## config.mk

```make
export PLATFORM = sky130hd
export DESIGN_NAME = vsda_link_controller
export DESIGN_NICKNAME = d
export VERILOG_FILES = /design/src/include/vsda_pkg.sv /design/src/logic/vsda_band_classifier.sv /design/src/logic/vsda_line_sync.sv /design/src/logic/vsda_link_controller.sv
export SDC_FILE = /design/constraint.sdc
export NUM_CORES = 1
export LEC_CHECK = 0
export BUFFER_PORTS_ARGS = -buffer_cell sky130_fd_sc_hd__buf_4
export CORE_AREA = 2 2 108 110
export CTS_BUF_LIST = sky130_fd_sc_hd__clkbuf_8
export DETAILED_ROUTE_END_ITERATION = 8
export DIE_AREA = 0 0 110 112
export PLACE_DENSITY = 0.91
export SETUP_SLACK_MARGIN = 0.05
export SYNTH_ARGS = -nofsm -noshare
export SYNTH_HDL_FRONTEND = slang
export SYNTH_SLANG_ARGS = --single-unit
```

## constraint.sdc

```tcl
create_clock -name i_clock -period 6.2 [get_ports i_clock]
set_input_delay 0.31 -clock i_clock [delete_from_list [all_inputs] [get_ports i_clock]]
set_output_delay 0.31 -clock i_clock [all_outputs]
set_load 0.02 [all_outputs]
```

## src/include/vsda_pkg.sv

```systemverilog
// constants and types of the vpw symbol decode block
package vsda_pkg;

   ////////////////////////////////////////////////////////////////////////////
   // clock and widths
   localparam int VSDA_CLK_MHZ       = 25;
   localparam int VSDA_CNT_W         = 13;
   localparam int VSDA_FRAME_BYTES   = 12;
   localparam int VSDA_EXTRA_BYTE    = 3;   // index of the fourth byte

   ////////////////////////////////////////////////////////////////////////////
   // band boundaries in microseconds (lower edge of each band)
   localparam int VSDA_BND_B_US      = 34;
   localparam int VSDA_BND_C_US      = 96;
   localparam int VSDA_BND_D_US      = 163;
   localparam int VSDA_BND_E_US      = 239;
   localparam int VSDA_BND_F_US      = 280;
   localparam int VSDA_BND_G_US      = 300;

   // nominal transmit lengths in microseconds
   localparam int VSDA_SHORT_US      = 64;
   localparam int VSDA_LONG_US       = 128;
   localparam int VSDA_SOF_US        = 200;

   ////////////////////////////////////////////////////////////////////////////
   // the same figures as clock counts; integer MHz makes them exact
   localparam logic [VSDA_CNT_W-1:0] VSDA_BND_B_CYC = VSDA_CNT_W'(VSDA_BND_B_US * VSDA_CLK_MHZ);
   localparam logic [VSDA_CNT_W-1:0] VSDA_BND_C_CYC = VSDA_CNT_W'(VSDA_BND_C_US * VSDA_CLK_MHZ);
   localparam logic [VSDA_CNT_W-1:0] VSDA_BND_D_CYC = VSDA_CNT_W'(VSDA_BND_D_US * VSDA_CLK_MHZ);
   localparam logic [VSDA_CNT_W-1:0] VSDA_BND_E_CYC = VSDA_CNT_W'(VSDA_BND_E_US * VSDA_CLK_MHZ);
   localparam logic [VSDA_CNT_W-1:0] VSDA_BND_F_CYC = VSDA_CNT_W'(VSDA_BND_F_US * VSDA_CLK_MHZ);
   localparam logic [VSDA_CNT_W-1:0] VSDA_BND_G_CYC = VSDA_CNT_W'(VSDA_BND_G_US * VSDA_CLK_MHZ);
   localparam logic [VSDA_CNT_W-1:0] VSDA_SHORT_CYC = VSDA_CNT_W'(VSDA_SHORT_US * VSDA_CLK_MHZ);
   localparam logic [VSDA_CNT_W-1:0] VSDA_LONG_CYC  = VSDA_CNT_W'(VSDA_LONG_US * VSDA_CLK_MHZ);
   localparam logic [VSDA_CNT_W-1:0] VSDA_SOF_CYC   = VSDA_CNT_W'(VSDA_SOF_US * VSDA_CLK_MHZ);

   ////////////////////////////////////////////////////////////////////////////
   // types
   typedef enum logic [3:0] {
      VSDA_K_INVALID = 4'h0,
      VSDA_K_ZERO    = 4'h1,
      VSDA_K_ONE     = 4'h2,
      VSDA_K_EOD     = 4'h3,
      VSDA_K_EOF     = 4'h4,
      VSDA_K_EOF_IFS = 4'h5,
      VSDA_K_SOF     = 4'h6,
      VSDA_K_BREAK   = 4'h7,
      VSDA_K_IDLE    = 4'h8
   } vsda_kind_type;

   typedef struct packed {
      logic [VSDA_CNT_W-1:0] b;
      logic [VSDA_CNT_W-1:0] c;
      logic [VSDA_CNT_W-1:0] d;
      logic [VSDA_CNT_W-1:0] e;
      logic [VSDA_CNT_W-1:0] f;
      logic [VSDA_CNT_W-1:0] g;
   } vsda_bounds_type;

   typedef struct packed {
      logic          valid;
      vsda_kind_type kind;
   } vsda_rx_sym_type;

   typedef enum logic [4:0] {
      VSDA_ST_IDLE  = 5'h01,
      VSDA_ST_WAIT  = 5'h02,
      VSDA_ST_SOF   = 5'h04,
      VSDA_ST_DATA  = 5'h08,
      VSDA_ST_EXTRA = 5'h10
   } vsda_state_type;

   // a zero is short passive or long active, a one the reverse
   function automatic logic [VSDA_CNT_W-1:0] vsda_nominal(input logic bit_val, input logic active);
      return (bit_val ^ active) ? VSDA_LONG_CYC : VSDA_SHORT_CYC;
   endfunction

endpackage

```

## src/logic/vsda_band_classifier.sv

```systemverilog
// sorts a finished bus period into its symbol class by length
`timescale 1ns/1ps
module vsda_band_classifier (
   input  wire logic [vsda_pkg::VSDA_CNT_W-1:0] i_count,   // length of the period in cycles
   input  wire logic                            i_active,  // period was active
   input  wire vsda_pkg::vsda_bounds_type       i_bounds,  // band lower edges
   output vsda_pkg::vsda_kind_type              o_kind     // symbol class
);

   // bands abut: each ends one cycle below the next
   always_comb begin
      if (i_count < i_bounds.b) begin
         o_kind = vsda_pkg::VSDA_K_INVALID;
      end else if (i_active) begin
         if (i_count < i_bounds.c) begin
            o_kind = vsda_pkg::VSDA_K_ONE;
         end else if (i_count < i_bounds.d) begin
            o_kind = vsda_pkg::VSDA_K_ZERO;
         end else if (i_count < i_bounds.e) begin
            o_kind = vsda_pkg::VSDA_K_SOF;
         end else begin
            o_kind = vsda_pkg::VSDA_K_BREAK;
         end
      end else begin
         if (i_count < i_bounds.c) begin
            o_kind = vsda_pkg::VSDA_K_ZERO;
         end else if (i_count < i_bounds.d) begin
            o_kind = vsda_pkg::VSDA_K_ONE;
         end else if (i_count < i_bounds.e) begin
            o_kind = vsda_pkg::VSDA_K_EOD;
         end else if (i_count < i_bounds.f) begin
            o_kind = vsda_pkg::VSDA_K_EOF;
         end else if (i_count < i_bounds.g) begin
            o_kind = vsda_pkg::VSDA_K_EOF_IFS;
         end else begin
            o_kind = vsda_pkg::VSDA_K_IDLE;
         end
      end
   end

endmodule

```

## src/logic/vsda_line_sync.sv

```systemverilog
// two-stage synchroniser for the sensed bus level with edge detection
`timescale 1ns/1ps
module vsda_line_sync (
   input  wire logic i_clock,   // system clock
   input  wire logic i_rst_n,   // synchronous reset, active low
   input  wire logic i_line,    // raw bus level, 1 = active
   output logic      o_level,   // synchronised level
   output logic      o_rise,    // passive to active, one cycle
   output logic      o_fall     // active to passive, one cycle
);

   logic meta;
   logic stable;
   logic prev;

   always_ff @(posedge i_clock) begin
      if (!i_rst_n) begin
         meta   <= 1'b0;
         stable <= 1'b0;
         prev   <= 1'b0;
      end else begin
         meta   <= i_line;
         stable <= meta;
         prev   <= stable;
      end
   end

   assign o_level = stable;
   assign o_rise  = stable & ~prev;
   assign o_fall  = ~stable & prev;

endmodule

```

## src/logic/vsda_link_controller.sv

```systemverilog
// vpw bus symbol decode, bitwise arbitration and automatic retry
//
// Notes on behaviour
// - band edges abut with no gap
// - passive period: invalid, zero, one, EOD
// - passive edge in next band: EOF
// - edge in band after EOF: EOF+IFS
// - no edge by IFS end: idle, send
// - edge after valid EOF starts pending frame
// - active period: invalid, one, zero, SOF
// - overlong active period is a BREAK
// - full IFS after BREAK before sending
// - busy bus: hold frame until idle
// - arbitration from first bit after SOF
// - zero dominant; loser stops driving at once
// - read-back mismatch stops sending, save at a late last bit
// - late last-bit mismatch appends two ones
// - second one dropped if first loses
// - lost frame resent after valid EOF
// - retries are unlimited
// - bits 64/128 us, level sets meaning
// - SOF is 200 us active
// - IFS is 300 us passive
// - BREAK is 239 us or more active
`timescale 1ns/1ps
module vsda_link_controller #(
   parameter logic [vsda_pkg::VSDA_CNT_W-1:0] P_BND_E_CYC = vsda_pkg::VSDA_BND_E_CYC,  // EOF / BREAK edge
   parameter logic [vsda_pkg::VSDA_CNT_W-1:0] P_BND_F_CYC = vsda_pkg::VSDA_BND_F_CYC,  // IFS band edge
   parameter logic [vsda_pkg::VSDA_CNT_W-1:0] P_BND_G_CYC = vsda_pkg::VSDA_BND_G_CYC,  // idle edge
   parameter logic [vsda_pkg::VSDA_CNT_W-1:0] P_SOF_CYC   = vsda_pkg::VSDA_SOF_CYC     // sent SOF length
) (
   input  wire logic                      i_clock,        // system clock, 25 MHz
   input  wire logic                      i_rst_n,        // synchronous reset, active low
   input  wire logic                      i_bus_line,     // sensed bus level, 1 = active
   output logic                           o_bus_drive,    // drive bus active
   input  wire logic                      i_load_valid,   // frame byte offered
   input  wire logic [7:0]                i_load_data,    // frame byte, msb sent first
   input  wire logic                      i_load_last,    // byte closes the frame
   output logic                           o_load_ready,   // byte accepted when valid
   input  wire logic                      i_abort_retry,  // terminate auto retry, pulse
   output vsda_pkg::vsda_rx_sym_type      o_rx_sym,       // classified symbol, pulse
   output logic                           o_bus_idle,     // bus idle level
   output logic                           o_tx_busy,      // frame held or on the bus
   output logic                           o_tx_done,      // frame sent, pulse
   output logic                           o_tx_lost       // attempt lost, pulse
);

   ////////////////////////////////////////////////////////////////////////////
   // bus sensing and period measurement

   logic                                  level;
   logic                                  rise;
   logic                                  fall;
   logic                                  edge_seen;
   logic [vsda_pkg::VSDA_CNT_W-1:0]       cnt;
   vsda_pkg::vsda_bounds_type             bounds;
   vsda_pkg::vsda_kind_type               kind;
   logic                                  brk_now;
   logic                                  idle_now;
   logic                                  eof_edge;

   vsda_line_sync u_sync (
      .i_clock (i_clock),
      .i_rst_n (i_rst_n),
      .i_line  (i_bus_line),
      .o_level (level),
      .o_rise  (rise),
      .o_fall  (fall)
   );

   assign edge_seen = rise | fall;

   assign bounds = '{
      b: vsda_pkg::VSDA_BND_B_CYC,
      c: vsda_pkg::VSDA_BND_C_CYC,
      d: vsda_pkg::VSDA_BND_D_CYC,
      e: P_BND_E_CYC,
      f: P_BND_F_CYC,
      g: P_BND_G_CYC
   };

   // saturates so a long idle never wraps into a data band
   always_ff @(posedge i_clock) begin
      if (!i_rst_n) begin
         cnt <= '0;
      end else if (edge_seen) begin
         cnt <= '0;
      end else if (cnt != '1) begin
         cnt <= cnt + 13'h0001;
      end
   end

   // a fall ends an active period
   vsda_band_classifier u_classify (
      .i_count  (cnt),
      .i_active (fall),
      .i_bounds (bounds),
      .o_kind   (kind)
   );

   assign brk_now  = level && (cnt == bounds.e);
   assign idle_now = !level && (cnt == bounds.g);
   assign eof_edge = rise && ((kind == vsda_pkg::VSDA_K_EOF) || (kind == vsda_pkg::VSDA_K_EOF_IFS));

   always_ff @(posedge i_clock) begin
      if (!i_rst_n) begin
         o_rx_sym <= '{valid: 1'b0, kind: vsda_pkg::VSDA_K_INVALID};
      end else if (edge_seen) begin
         o_rx_sym <= '{valid: 1'b1, kind: kind};
      end else if (brk_now) begin
         o_rx_sym <= '{valid: 1'b1, kind: vsda_pkg::VSDA_K_BREAK};
      end else if (idle_now) begin
         o_rx_sym <= '{valid: 1'b1, kind: vsda_pkg::VSDA_K_IDLE};
      end else begin
         o_rx_sym <= '{valid: 1'b0, kind: o_rx_sym.kind};
      end
   end

   ////////////////////////////////////////////////////////////////////////////
   // bus state flags

   logic bus_idle;
   logic after_break;

   // idle unknown after reset: wait a full quiet IFS
   always_ff @(posedge i_clock) begin
      if (!i_rst_n) begin
         bus_idle <= 1'b0;
      end else if (rise) begin
         bus_idle <= 1'b0;
      end else if (idle_now) begin
         bus_idle <= 1'b1;
      end
   end

   // after a BREAK, no edge join until a whole IFS passes
   always_ff @(posedge i_clock) begin
      if (!i_rst_n) begin
         after_break <= 1'b0;
      end else if (brk_now) begin
         after_break <= 1'b1;
      end else if (idle_now) begin
         after_break <= 1'b0;
      end
   end

   assign o_bus_idle = bus_idle;

   ////////////////////////////////////////////////////////////////////////////
   // frame store, kept whole for resending

   logic [7:0]                            frame_mem [vsda_pkg::VSDA_FRAME_BYTES];
   logic [3:0]                            load_idx;
   logic [3:0]                            last_idx;
   logic                                  load_fin;
   vsda_pkg::vsda_state_type              state;

   assign o_load_ready = (state == vsda_pkg::VSDA_ST_IDLE);
   assign load_fin     = i_load_valid && o_load_ready &&
                         (i_load_last || (load_idx == 4'(vsda_pkg::VSDA_FRAME_BYTES - 1)));

   always_ff @(posedge i_clock) begin
      if (i_load_valid && o_load_ready) begin
         frame_mem[load_idx] <= i_load_data;
      end
   end

   // an overlong frame closes at the last slot
   always_ff @(posedge i_clock) begin
      if (!i_rst_n) begin
         load_idx <= 4'h0;
         last_idx <= 4'h0;
      end else if (load_fin) begin
         load_idx <= 4'h0;
         last_idx <= load_idx;
      end else if (i_load_valid && o_load_ready) begin
         load_idx <= load_idx + 4'h1;
      end
   end

   ////////////////////////////////////////////////////////////////////////////
   // transmit and arbitration

   logic [3:0]                            byte_idx;
   logic [2:0]                            bit_idx;
   logic                                  ext_second;
   logic                                  abort_req;
   logic                                  in_tx;
   logic                                  tx_bit;
   logic                                  rx_is_bit;
   logic                                  bit_match;
   logic                                  last_bit;
   logic                                  extra_ok;
   logic                                  sof_start;
   logic                                  lose;
   logic                                  done_now;
   logic                                  to_extra;

   assign in_tx = (state == vsda_pkg::VSDA_ST_SOF) || (state == vsda_pkg::VSDA_ST_DATA) ||
                  (state == vsda_pkg::VSDA_ST_EXTRA);
   assign tx_bit = (state == vsda_pkg::VSDA_ST_EXTRA) ? 1'b1 : frame_mem[byte_idx][bit_idx];
   assign rx_is_bit = (kind == vsda_pkg::VSDA_K_ZERO) || (kind == vsda_pkg::VSDA_K_ONE);
   assign bit_match = rx_is_bit && ((kind == vsda_pkg::VSDA_K_ONE) == tx_bit);
   assign last_bit  = (byte_idx == last_idx) && (bit_idx == 3'h0);
   assign extra_ok  = (bit_idx == 3'h0) && (byte_idx >= 4'(vsda_pkg::VSDA_EXTRA_BYTE));

   // start on a quiet bus or join a frame opened after EOF
   assign sof_start = (state == vsda_pkg::VSDA_ST_WAIT) && !abort_req &&
                      (bus_idle || (eof_edge && !after_break));

   assign done_now = (state == vsda_pkg::VSDA_ST_DATA) && edge_seen && bit_match && last_bit && !brk_now;
   assign to_extra = (state == vsda_pkg::VSDA_ST_DATA) && edge_seen && !bit_match && extra_ok && !brk_now;

   always_comb begin
      lose = 1'b0;
      if (in_tx && brk_now) begin
         lose = 1'b1;
      end else if ((state == vsda_pkg::VSDA_ST_SOF) && fall && (kind != vsda_pkg::VSDA_K_SOF)) begin
         lose = 1'b1;
      end else if ((state == vsda_pkg::VSDA_ST_DATA) && edge_seen && !bit_match && !extra_ok) begin
         lose = 1'b1;
      end else if ((state == vsda_pkg::VSDA_ST_EXTRA) && edge_seen && (!bit_match || ext_second)) begin
         lose = 1'b1;
      end
   end

   always_ff @(posedge i_clock) begin
      if (!i_rst_n) begin
         state <= vsda_pkg::VSDA_ST_IDLE;
      end else begin
         case (state)
            vsda_pkg::VSDA_ST_IDLE: begin
               if (load_fin) begin
                  state <= vsda_pkg::VSDA_ST_WAIT;
               end
            end
            vsda_pkg::VSDA_ST_WAIT: begin
               if (abort_req) begin
                  state <= vsda_pkg::VSDA_ST_IDLE;
               end else if (sof_start) begin
                  state <= vsda_pkg::VSDA_ST_SOF;
               end
            end
            vsda_pkg::VSDA_ST_SOF: begin
               if (lose) begin
                  state <= vsda_pkg::VSDA_ST_WAIT;
               end else if (fall) begin
                  state <= vsda_pkg::VSDA_ST_DATA;
               end
            end
            vsda_pkg::VSDA_ST_DATA: begin
               if (lose) begin
                  state <= vsda_pkg::VSDA_ST_WAIT;
               end else if (done_now) begin
                  state <= vsda_pkg::VSDA_ST_IDLE;
               end else if (to_extra) begin
                  state <= vsda_pkg::VSDA_ST_EXTRA;
               end
            end
            vsda_pkg::VSDA_ST_EXTRA: begin
               if (lose) begin
                  state <= vsda_pkg::VSDA_ST_WAIT;
               end
            end
            default: begin
               state <= vsda_pkg::VSDA_ST_IDLE;
            end
         endcase
      end
   end

   always_ff @(posedge i_clock) begin
      if (!i_rst_n) begin
         byte_idx   <= 4'h0;
         bit_idx    <= 3'h7;
         ext_second <= 1'b0;
      end else if (sof_start) begin
         byte_idx   <= 4'h0;
         bit_idx    <= 3'h7;
         ext_second <= 1'b0;
      end else if ((state == vsda_pkg::VSDA_ST_DATA) && edge_seen && bit_match && !last_bit) begin
         bit_idx <= bit_idx - 3'h1;
         if (bit_idx == 3'h0) begin
            byte_idx <= byte_idx + 4'h1;
         end
      end else if ((state == vsda_pkg::VSDA_ST_EXTRA) && edge_seen && bit_match) begin
         ext_second <= 1'b1;
      end
   end

   // an abort during an attempt lets it finish, then drops the retry
   always_ff @(posedge i_clock) begin
      if (!i_rst_n) begin
         abort_req <= 1'b0;
      end else if (state == vsda_pkg::VSDA_ST_IDLE) begin
         abort_req <= 1'b0;
      end else if (i_abort_retry) begin
         abort_req <= 1'b1;
      end
   end

   // an edge starts a phase at the sensed level;
   // between edges the counter times the symbol
   always_ff @(posedge i_clock) begin
      if (!i_rst_n) begin
         o_bus_drive <= 1'b0;
      end else if (lose || done_now || !in_tx) begin
         o_bus_drive <= 1'b0;
      end else if (state == vsda_pkg::VSDA_ST_SOF) begin
         o_bus_drive <= edge_seen ? level : (!level || (cnt < P_SOF_CYC));
      end else if (edge_seen) begin
         o_bus_drive <= level;
      end else if (level) begin
         o_bus_drive <= cnt < vsda_pkg::vsda_nominal(tx_bit, 1'b1);
      end else begin
         o_bus_drive <= cnt >= vsda_pkg::vsda_nominal(tx_bit, 1'b0);
      end
   end

   always_ff @(posedge i_clock) begin
      if (!i_rst_n) begin
         o_tx_done <= 1'b0;
         o_tx_lost <= 1'b0;
      end else begin
         o_tx_done <= done_now;
         o_tx_lost <= lose;
      end
   end

   assign o_tx_busy = (state != vsda_pkg::VSDA_ST_IDLE);

endmodule
```

# [Yosys cells after proc, flatten, opt, wreduce, memory -nomap -nowiden]
# Memories as Yosys holds them, arrays and structs flattened. A register that Yosys moved wholly into a read port is not among the register bits.
# Index checks and enable logic that the tools add are counted.
[word_totals] mem_count=1 output_inout_bits=11 rom_bits=0 word_cells=161 ramBits=96 latch_bits=0 ff_bits=48 inputBits=14
[memory_table] memory="frame_mem" words=12 word_bits=8 rd=1 rd_clocked_by_memory_dff=1 wr=1 line="vsda_link_controller.sv:152" text="logic [7:0] frame_mem [vsda_pkg::VSDA_FRAME_BYTES];"
[op_classes] reduce_logical=56 multipliers=0 n_eq_ne=22 n_shift=0 add_sub_neg=4 div=0 muxes=42 bitwise_logic=7 order_cmp=11
[ops] operator="$mux W5" n=12
[ops] operator="$lt A13 B13 Y1 const B" n=4
[ops] operator="$mux W4" n=11
[ops] operator="$eq A13 B13 Y1 const B" n=2
[ops] operator="$logic_and A1 B1 Y1" n=26
[ops] operator="$lt A13 B12 Y1 const B" n=2
[ops] operator="$pmux W5 S5" n=1
[ops] operator="$mux W12" n=2
[ops] operator="$mux W1" n=15
[ops] operator="$add A13 B1 Y13 const B" n=1
[ops] operator="$ge A13 B12 Y1" n=1
[ops] operator="$lt A13 B10 Y1 const B" n=1
[ops] operator="$lt A13 B12 Y1" n=1
[ops] operator="$ne A13 B13 Y1 const B" n=1
[ops] operator="$reduce_or A2 Y1" n=6
[ops] operator="$logic_or A1 B1 Y1" n=10
[ops] operator="$add A4 B1 Y4 const B" n=2
[ops] operator="$eq A4 B3 Y1 const B" n=2
[ops] operator="$logic_not A1 Y1" n=8
[ops] operator="$ne A3 B3 Y1 const B" n=2
[ops] operator="$eq A5 B1 Y1 const B" n=1
[ops] operator="$eq A5 B2 Y1 const B" n=1
[ops] operator="$eq A5 B3 Y1 const B" n=1
[ops] operator="$eq A5 B4 Y1 const B" n=1
[ops] operator="other kinds (23)" n=28

# [Depth between registers and ports, before layout]
# Gate-level depths: netlist (run 1).
[depth] word_depth=21 ltp_mapped=17 ltp_nobuf=14

# [By module]
# From an unflattened synthesis (run 1), not the netlist that was laid out.
[unflattened] hier_cells=768 hier_area_um2=8408.1
[by_module_without_submodules] mod="vsda_link_controller" seq_area_each_um2=3863.7 n_inst=1 area_each_um2=6423.7 cells_per_inst=497
[by_module_without_submodules] mod="vsda_band_classifier" seq_area_each_um2=0.0 n_inst=1 area_each_um2=1893.1 cells_per_inst=263
[by_module_without_submodules] mod="vsda_line_sync" seq_area_each_um2=60.1 n_inst=1 area_each_um2=91.3 cells_per_inst=8

# [Least setup slack after synthesis (run 1)]
# No wires, ideal clock.
[synth_path] path_type="register -> register" start="register (tool-made name)" end="register o_bus_drive" setup_ps=92 t_required_ps=6108 arrival_ps=3569 slack_ps=2539 n_path_buf=3 path_stages_with_launch=18 period_less_slack_ps=3661 path_cell_list="dfxtp_1 > buf_2 > buf_6 > buf_4 > mux4_2 > mux2i_1 > nor2_1 > o21ai_1 > o311ai_4 > ha_1 > or4_2 > o41ai_1 > a211o_1 > a21oi_1 > nor2_1 > o41a_1 > o21ai_0 > nor4_1"
[synth_lines] item="end signal, assigned" line="vsda_link_controller.sv:310" text="o_bus_drive <= edge_seen ? level : (!level || (cnt < P_SOF_CYC));"
[synth_lines] item="end signal, assigned" line="vsda_link_controller.sv:312" text="o_bus_drive <= level;"
[synth_lines] item="end signal, assigned" line="vsda_link_controller.sv:314" text="o_bus_drive <= cnt < vsda_pkg::vsda_nominal(tx_bit, 1'b1);"
[synth_lines] item="end, declared" line="vsda_link_controller.sv:35" text="output logic o_bus_drive,"

==> results.md, run 1 <==
- Status: finished, final reports clean
- Synthesized instance count: 537
- Final setup fails: 0
- CP cell instances: buf_4, mux4_2, mux2i_1, a31oi_1, a21oi_1, o311ai_4, ha_1, or4_2, o41ai_1, a211o_1, a21oi_1, nor2_1, o41a_1, o21ai_0, nor4_1
- R2R depth: 15
- Worst Path Class, Setup: reg2reg
- Peak VDD IR: 215 uV
- Vias per inst: 6.30
- Via count: 4491
- CP arrival: 4.90 ns
- Initial antenna violation count: 0
- Setup Skew: 0.0106 ns
- Setup crit end kind: flip-flop
- Max-Cap Viols: 0
- Most frequent cell after synthesis: edfxtp_1
- Gpl congestion: 0.894
- Most used DFF post-synth: edfxtp_1
- Ports: 25
- Avg Cell Area, Syn: 12.8 um^2
- Worst Setup Slack post-DPL: 1.62 ns
- Yosys warning count: 0
- DRC viols: 0
- Syn Std Cell Area: 0.00687 mm^2
- Hold Path Depth: 2
- Num rows: 39
- Area grow syn2layout: 7.50%
- Remaining antenna violation count: 0
- Core Box Area: 0.0112 mm^2
- Pins Over Slew Limit: 0
- Post-synth top area share: 42.0%
- Worst r2r dst: o_bus_drive
- CTS buffer count: 17
- Tcrit/Tclk final: 73.1%
- Count of different cell masters after synthesis: 74
- Cts hold-fix bufs: 0
- Clock buffer depth: 2
- GR Overflow Total: 0
- First-pass GRT wire length: 22300 um
- Seq cells post-synth: 148
- WL/cell: 19.1 um
- TNS Setup: 0 ns
- Vias in the first global route: 4437
- CTS resizes: 0
- Max Fclk: 0.221 GHz
- Share of the yosys chip area belonging to registers: 57.1%
- Clk sinks: 148
- Die W: 110 um
- Min-delay worst type: in2reg
- Mapped Nets: 569
- Most frequent CP cell: a21oi_1
- Unrepaired setup endpoints after global routing: false
- Type of origin of the critical path: flip-flop
- Req. time, crit path: 6.56 ns
- # diodes: 0
- Die Area: 0.0123 mm^2
- CP max stage cell: dfxtp_1
- Number of iterations in the first detailed-routing pass: 6
- Setup crit end: o_bus_drive
- Max stage delay on crit path: 1.04 ns
- Largest net degree at the start of global routing: 20
- FFs w/ async S/R, synth: 0%
- Top post-synthesis cells by count: edfxtp_1, dfxtp_1, nor2_1, nand2_1, a21oi_1
- Power Total: 1980 uW
- Root Buffer: clkbuf_8
- Clock tree from TritonCTS: built
- Setup bufs post-CTS: 0
- Number of synthesized flops with an enable pin: 96
- Worst rel slew slack: 28.1%
- CP max FO: 19
- Die height: 112 um
- # port buffers: 24
- Synth top area cells: edfxtp_1, dfxtp_1, mux4_2
- R2R Setup Slk: 1.67 ns
- Starting Density: 61.5%
- Final WS setup: 1.67 ns
- Largest area contributor in the netlist: edfxtp_1
- NumNets Final: 589
- Global-route usage over all layers: 24.1%
- Min Tclk post-route: 4.53 ns
- Proportion of layout cells with a drive suffix above 1: 17.2%
- Worst-path clk slew: 0.08 ns
- Worst-margin pin slew: 1.08 ns
- Dpl hpwl: 9300 um
- WL final: 13600 um
- Final hold vios: 0
- DRT iter0 DRCs: 492
- Cell Pwr Density: 269 mW/mm^2
- H-tree depth: 4
- Leak Pwr: 0.00252 uW
- Clk Latency, worst-skew pair: 0.45 ns
power breakdown:
part / internal [uW] / switching [uW]
clock network: 269 / 362
registers: 1090 / 22.8
logic: 94.7 / 142
per-layer routing:
layer / global-route usage [%] / wire (um) / up-vias
li1: - / - / 2066
met1: 31.0 / 5470 / 2203
met2: 38.9 / 6970 / 189
met3: 5.91 / 861 / 33
met4: 10.1 / 302 / 0
met5: 0 / 0 / -
state kept, by name, summed over array words and instances (netlist names), 3 cells and up, named ones only:
signal / flops
cnt: 13
frame_mem: 96
o_rx_sym: 5
load_idx: 4
last_idx: 4
bit_idx: 3
state: 5
byte_idx: 4
worst min-delay path by stage:
stage / to / startpoint
6_report: u_sync.meta / i_bus_line
2_1_floorplan: frame_mem[0][0] / i_load_data[0]
4_1_cts: u_sync.meta / i_bus_line
5_1_grt: u_sync.meta / i_bus_line
3_3_place_gp: u_sync.o_level / u_sync.meta
3_5_place_dp: after_break / after_break
stage by stage:
stage / std cells / area (um^2) / hold WS (ns) / util [%]
6_report: 713 / 7380 / 0.0652 / 66.1
5_1_grt: 713 / 7380 / 0.0434 / 66.1
4_1_cts: 713 / 7380 / 0.0403 / 66.1
3_5_place_dp: 681 / 7060 / 0.452 / 63.2
3_3_place_gp: 681 / 7060 / 0.419 / 63.2
2_1_floorplan: 537 / 6870 / 0.409 / -
layout by cell type (no fill, tap or decap), types with 3 or more instances in the layout:
master	netlist	routed
a21oi_1	25	25
o21ai_0	13	13
and3_1	4	4
a21o_2	3	3
nand2b_1	6	6
and2_1	18	18
a31oi_1	4	4
o211a_1	3	3
xor2_1	11	11
nand2_1	36	36
inv_1	15	16
xnor2_1	5	5
dfxtp_1	52	52
edfxtp_1	96	96
ha_1	18	18
clkinvlp_4	0	4
clkbuf_8	2	17
a211oi_1	4	4
nand4_1	9	9
nor3b_1	5	5
nor2_1	51	51
mux2i_1	12	12
buf_4	4	26
clkinv_1	0	5
or3_1	5	5
nand3b_1	6	6
o211ai_1	4	4
nor3_1	18	18
mux4_2	24	24
nand3_1	12	12
final cells by class:
| type | count | area [um^2] |
|---|---|---|
| clock buffers | 17 | 234 |
| clock inverters | 15 | 92.6 |
| fillers | 757 | 3790 |
| inverters | 15 | 56.3 |
| multi-input cells | 349 | 2700 |
| flip-flops and latches | 148 | 3920 |
| well taps | 143 | 179 |
| repair buffers | 26 | 195 |
cells by family (layout without fill, tap and decap cells):
logic type               count (synthesis)  after routing  synth area share [%]
AND/OR/NAND/NOR                        190            190                  14.6
flip-flops                             148            148                  57.1
AO/OA/AOI/OAI                           87             87                  9.36
buffers and inverters                   40             73                  3.52
multiplexers                            38             38                  10.1
adder cells (fa/ha/maj)                 18             18                  3.28
XOR/XNOR                                16             16                  2.04
worst max-delay path, delay by kind of cell (launching register included):
| kind | cells | cell delay, ns |
|---|---|---|
| AOI/OAI and AO/OA | 8 | 1.26 |
| adders and majority gates | 1 | 0.31 |
| buffers and inverters | 1 | 0.32 |
| DFF | 1 | 1.04 |
| muxes | 2 | 0.71 |
| and+or+nand+nor | 3 | 0.81 |
(Power assumes the default switching activity.)
==> run 2: changes to the inputs <==
==> constraint.sdc (replaced) <==
create_clock -name i_clock -period 4.3 [get_ports i_clock]
set_input_delay 0.215 -clock i_clock [delete_from_list [all_inputs] [get_ports i_clock]]
set_output_delay 0.215 -clock i_clock [all_outputs]
set_load 0.02 [all_outputs]
==> run 2 against run 1 <==
Effect of this change: critical path depth did not move; via count fell by 0.58%; final area rose by 1.0%; wire length rose by 1.8%; clock-buffer cell count did not move; sequential cell count did not move; die area did not move; total power rose by 48%; sequential share of layout area fell by 0.54 points; global-route usage rose by 0.34 points; core utilization rose by 0.68 points; largest cell class unchanged.
==> results.md, run 2 (same netlist as run 1, synthesis figures left out) <==
- Peak VDD IR: 390 uV
- DRC viols: 0
- Max FFs per register: 96
- Ports: 25
- Type of origin of the critical path: flip-flop
- Die Area: 0.0123 mm^2
- NumNets Final: 592
- Number of iterations in the first detailed-routing pass: 8
- R2R Setup Slk: 0.45 ns
- Min-delay worst type: in2reg
- Top reg by flops: frame_mem
- Unrepaired setup endpoints after global routing: false
- Vias in the first global route: 4369
- Min Tclk post-route: 3.85 ns
- DRT iter0 DRCs: 438
- Internal power: 2170 uW
- First-pass GRT wire length: 22700 um
- Root Buffer: clkbuf_8
- Gpl congestion: 0.904
- CP arrival: 4.20 ns
- Leak Pwr: 0.00257 uW
- Worst-path clk slew: 0.09 ns
- Tcrit/Tclk final: 89.6%
- Clock tree from TritonCTS: built
- WL final: 13800 um
- Seq pwr share: 54.8%
- R2R depth: 15
- Hold WS: 0.0451 ns
- Sw Ratio: 26.0%
- Final setup fails: 0
- Worst r2r dst: o_bus_drive
- Req. time, crit path: 4.65 ns
- Setup bufs post-CTS: 0
- CP max FO: 18
- WL/cell: 19.4 um
- Num rows: 39
- Dpl hpwl: 9570 um
- Die W: 110 um
- Status: finished, final reports clean
- Setup crit end: o_bus_drive
- GR Overflow Total: 0
- Remaining antenna violation count: 0
- Worst Path Class, Setup: reg2reg
- Area of the multi-input gates: 0.00270 mm^2
- Via count: 4465
- Core Box Area: 0.0112 mm^2
- Setup Skew: 0.0129 ns
- Max Fclk: 0.260 GHz
- H-tree depth: 4
- Final hold vios: 0
- # port buffers: 24
- Pins Over Slew Limit: 0
- Clock buffer depth: 2
- Fill cells: 744
- Worst-margin pin slew: 0.766 ns
- Seq. cell area: 0.00392 mm^2
- Initial antenna violation count: 0
- Vias per inst: 6.24
- Logic gate share of total power: 11.4%
- Global-route usage over all layers: 24.5%
- Sw power: 764 uW
- Most common cell after layout, fill and taps aside: edfxtp_1
- # diodes: 0
- Starting Density: 61.5%
- Commonest non-fill, non-tap cells in the layout: edfxtp_1, dfxtp_1, nor2_1, nand2_1, buf_4
- Clk Latency, worst-skew pair: 0.44 ns
- Cell Pwr Density: 394 mW/mm^2
- Setup crit end kind: flip-flop
- Clk sinks: 148
- Clock power frac: 33.8%
- Area grow syn2layout: 8.62%
- CTS buffer count: 17
- Max-Cap Viols: 0
- TNS Setup: 0 ns
- Biggest registers after layout: frame_mem x96, cnt x13
- Largest net degree at the start of global routing: 25
- Worst rel slew slack: 48.6%
- Die height: 112 um
- Proportion of layout cells with a drive suffix above 1: 18.0%
[run 2: power groups by stage]
stage	clock (uW)	sequential [uW]	combinational, uW
final	992	1610	334
after global placement	0	1640	311
after detailed placement	0	1640	329
after CTS	1010	1610	334
after floorplan	0	1630	230
after global routing	1060	1620	370
[run 2: worst min path at each step]
stage                    from          endpoint  slack (ns)  cells past startpoint
2_1_floorplan  i_load_data[0]   frame_mem[0][0]        0.31                      0
5_1_grt        i_load_data[3]   frame_mem[8][3]        0.03                      1
3_5_place_dp       i_bus_line       u_sync.meta        0.43                      2
4_1_cts        i_load_data[1]   frame_mem[3][1]        0.02                      1
6_report       i_load_data[0]  frame_mem[10][0]        0.05                      1
3_3_place_gp      u_sync.meta    u_sync.o_level        0.42                      1
[run 2: layout make-up]
type                       instances  area share (%)
sequential                       148            52.6
clock inverter                    14            1.71
timing repair buffer              29            3.17
multi-input combinational        349            36.2
clock buffer                      17            3.14
tap                              143            2.40
inverter                          15           0.755
[run 2: per-stage QoR]
stage | util, % | worst slack [ns] | std cells | power [uW] | cell area [um^2]
floorplan | - | 0.639 | 537 | 1860 | 6870
global placement | 63.4 | 0.619 | 683 | 1950 | 7090
detailed placement | 63.4 | 0.391 | 683 | 1970 | 7090
CTS | 66.7 | 0.363 | 715 | 2950 | 7460
global route | 66.8 | 0.0725 | 715 | 3050 | 7460
finish | 66.8 | 0.448 | 715 | 2940 | 7460
[run 2: repair_timing]
action / 4_1_cts / 5_1_grt
gates resized for setup: 0 / 1
endpoints found under the setup margin: 0 / 1
hold buffers: 1 / 0
endpoints found under the hold margin: 1 / 0
[run 2: metal layers]
metal,vias up,routed length (um),track usage [%]
met4,0,307,8.86
met2,168,7130,40.5
met3,30,777,6.26
li1,2076,-,-
met1,2191,5630,30.9
met5,-,0,0
[run 2: worst max-delay path, cell delays in order (launching register included)]
cell and delay [ns]:
dfxtp_1 0.33, buf_6 0.24, mux4_2 0.53, a221oi_1 0.36
nor2_1 0.09, nor2_1 0.19, o311ai_4 0.17, ha_1 0.33
or4_2 0.53, o41ai_1 0.27, a211o_1 0.17, a21oi_1 0.07
nor2_1 0.11, o41a_1 0.13, o21ai_0 0.08, nor4_1 0.16
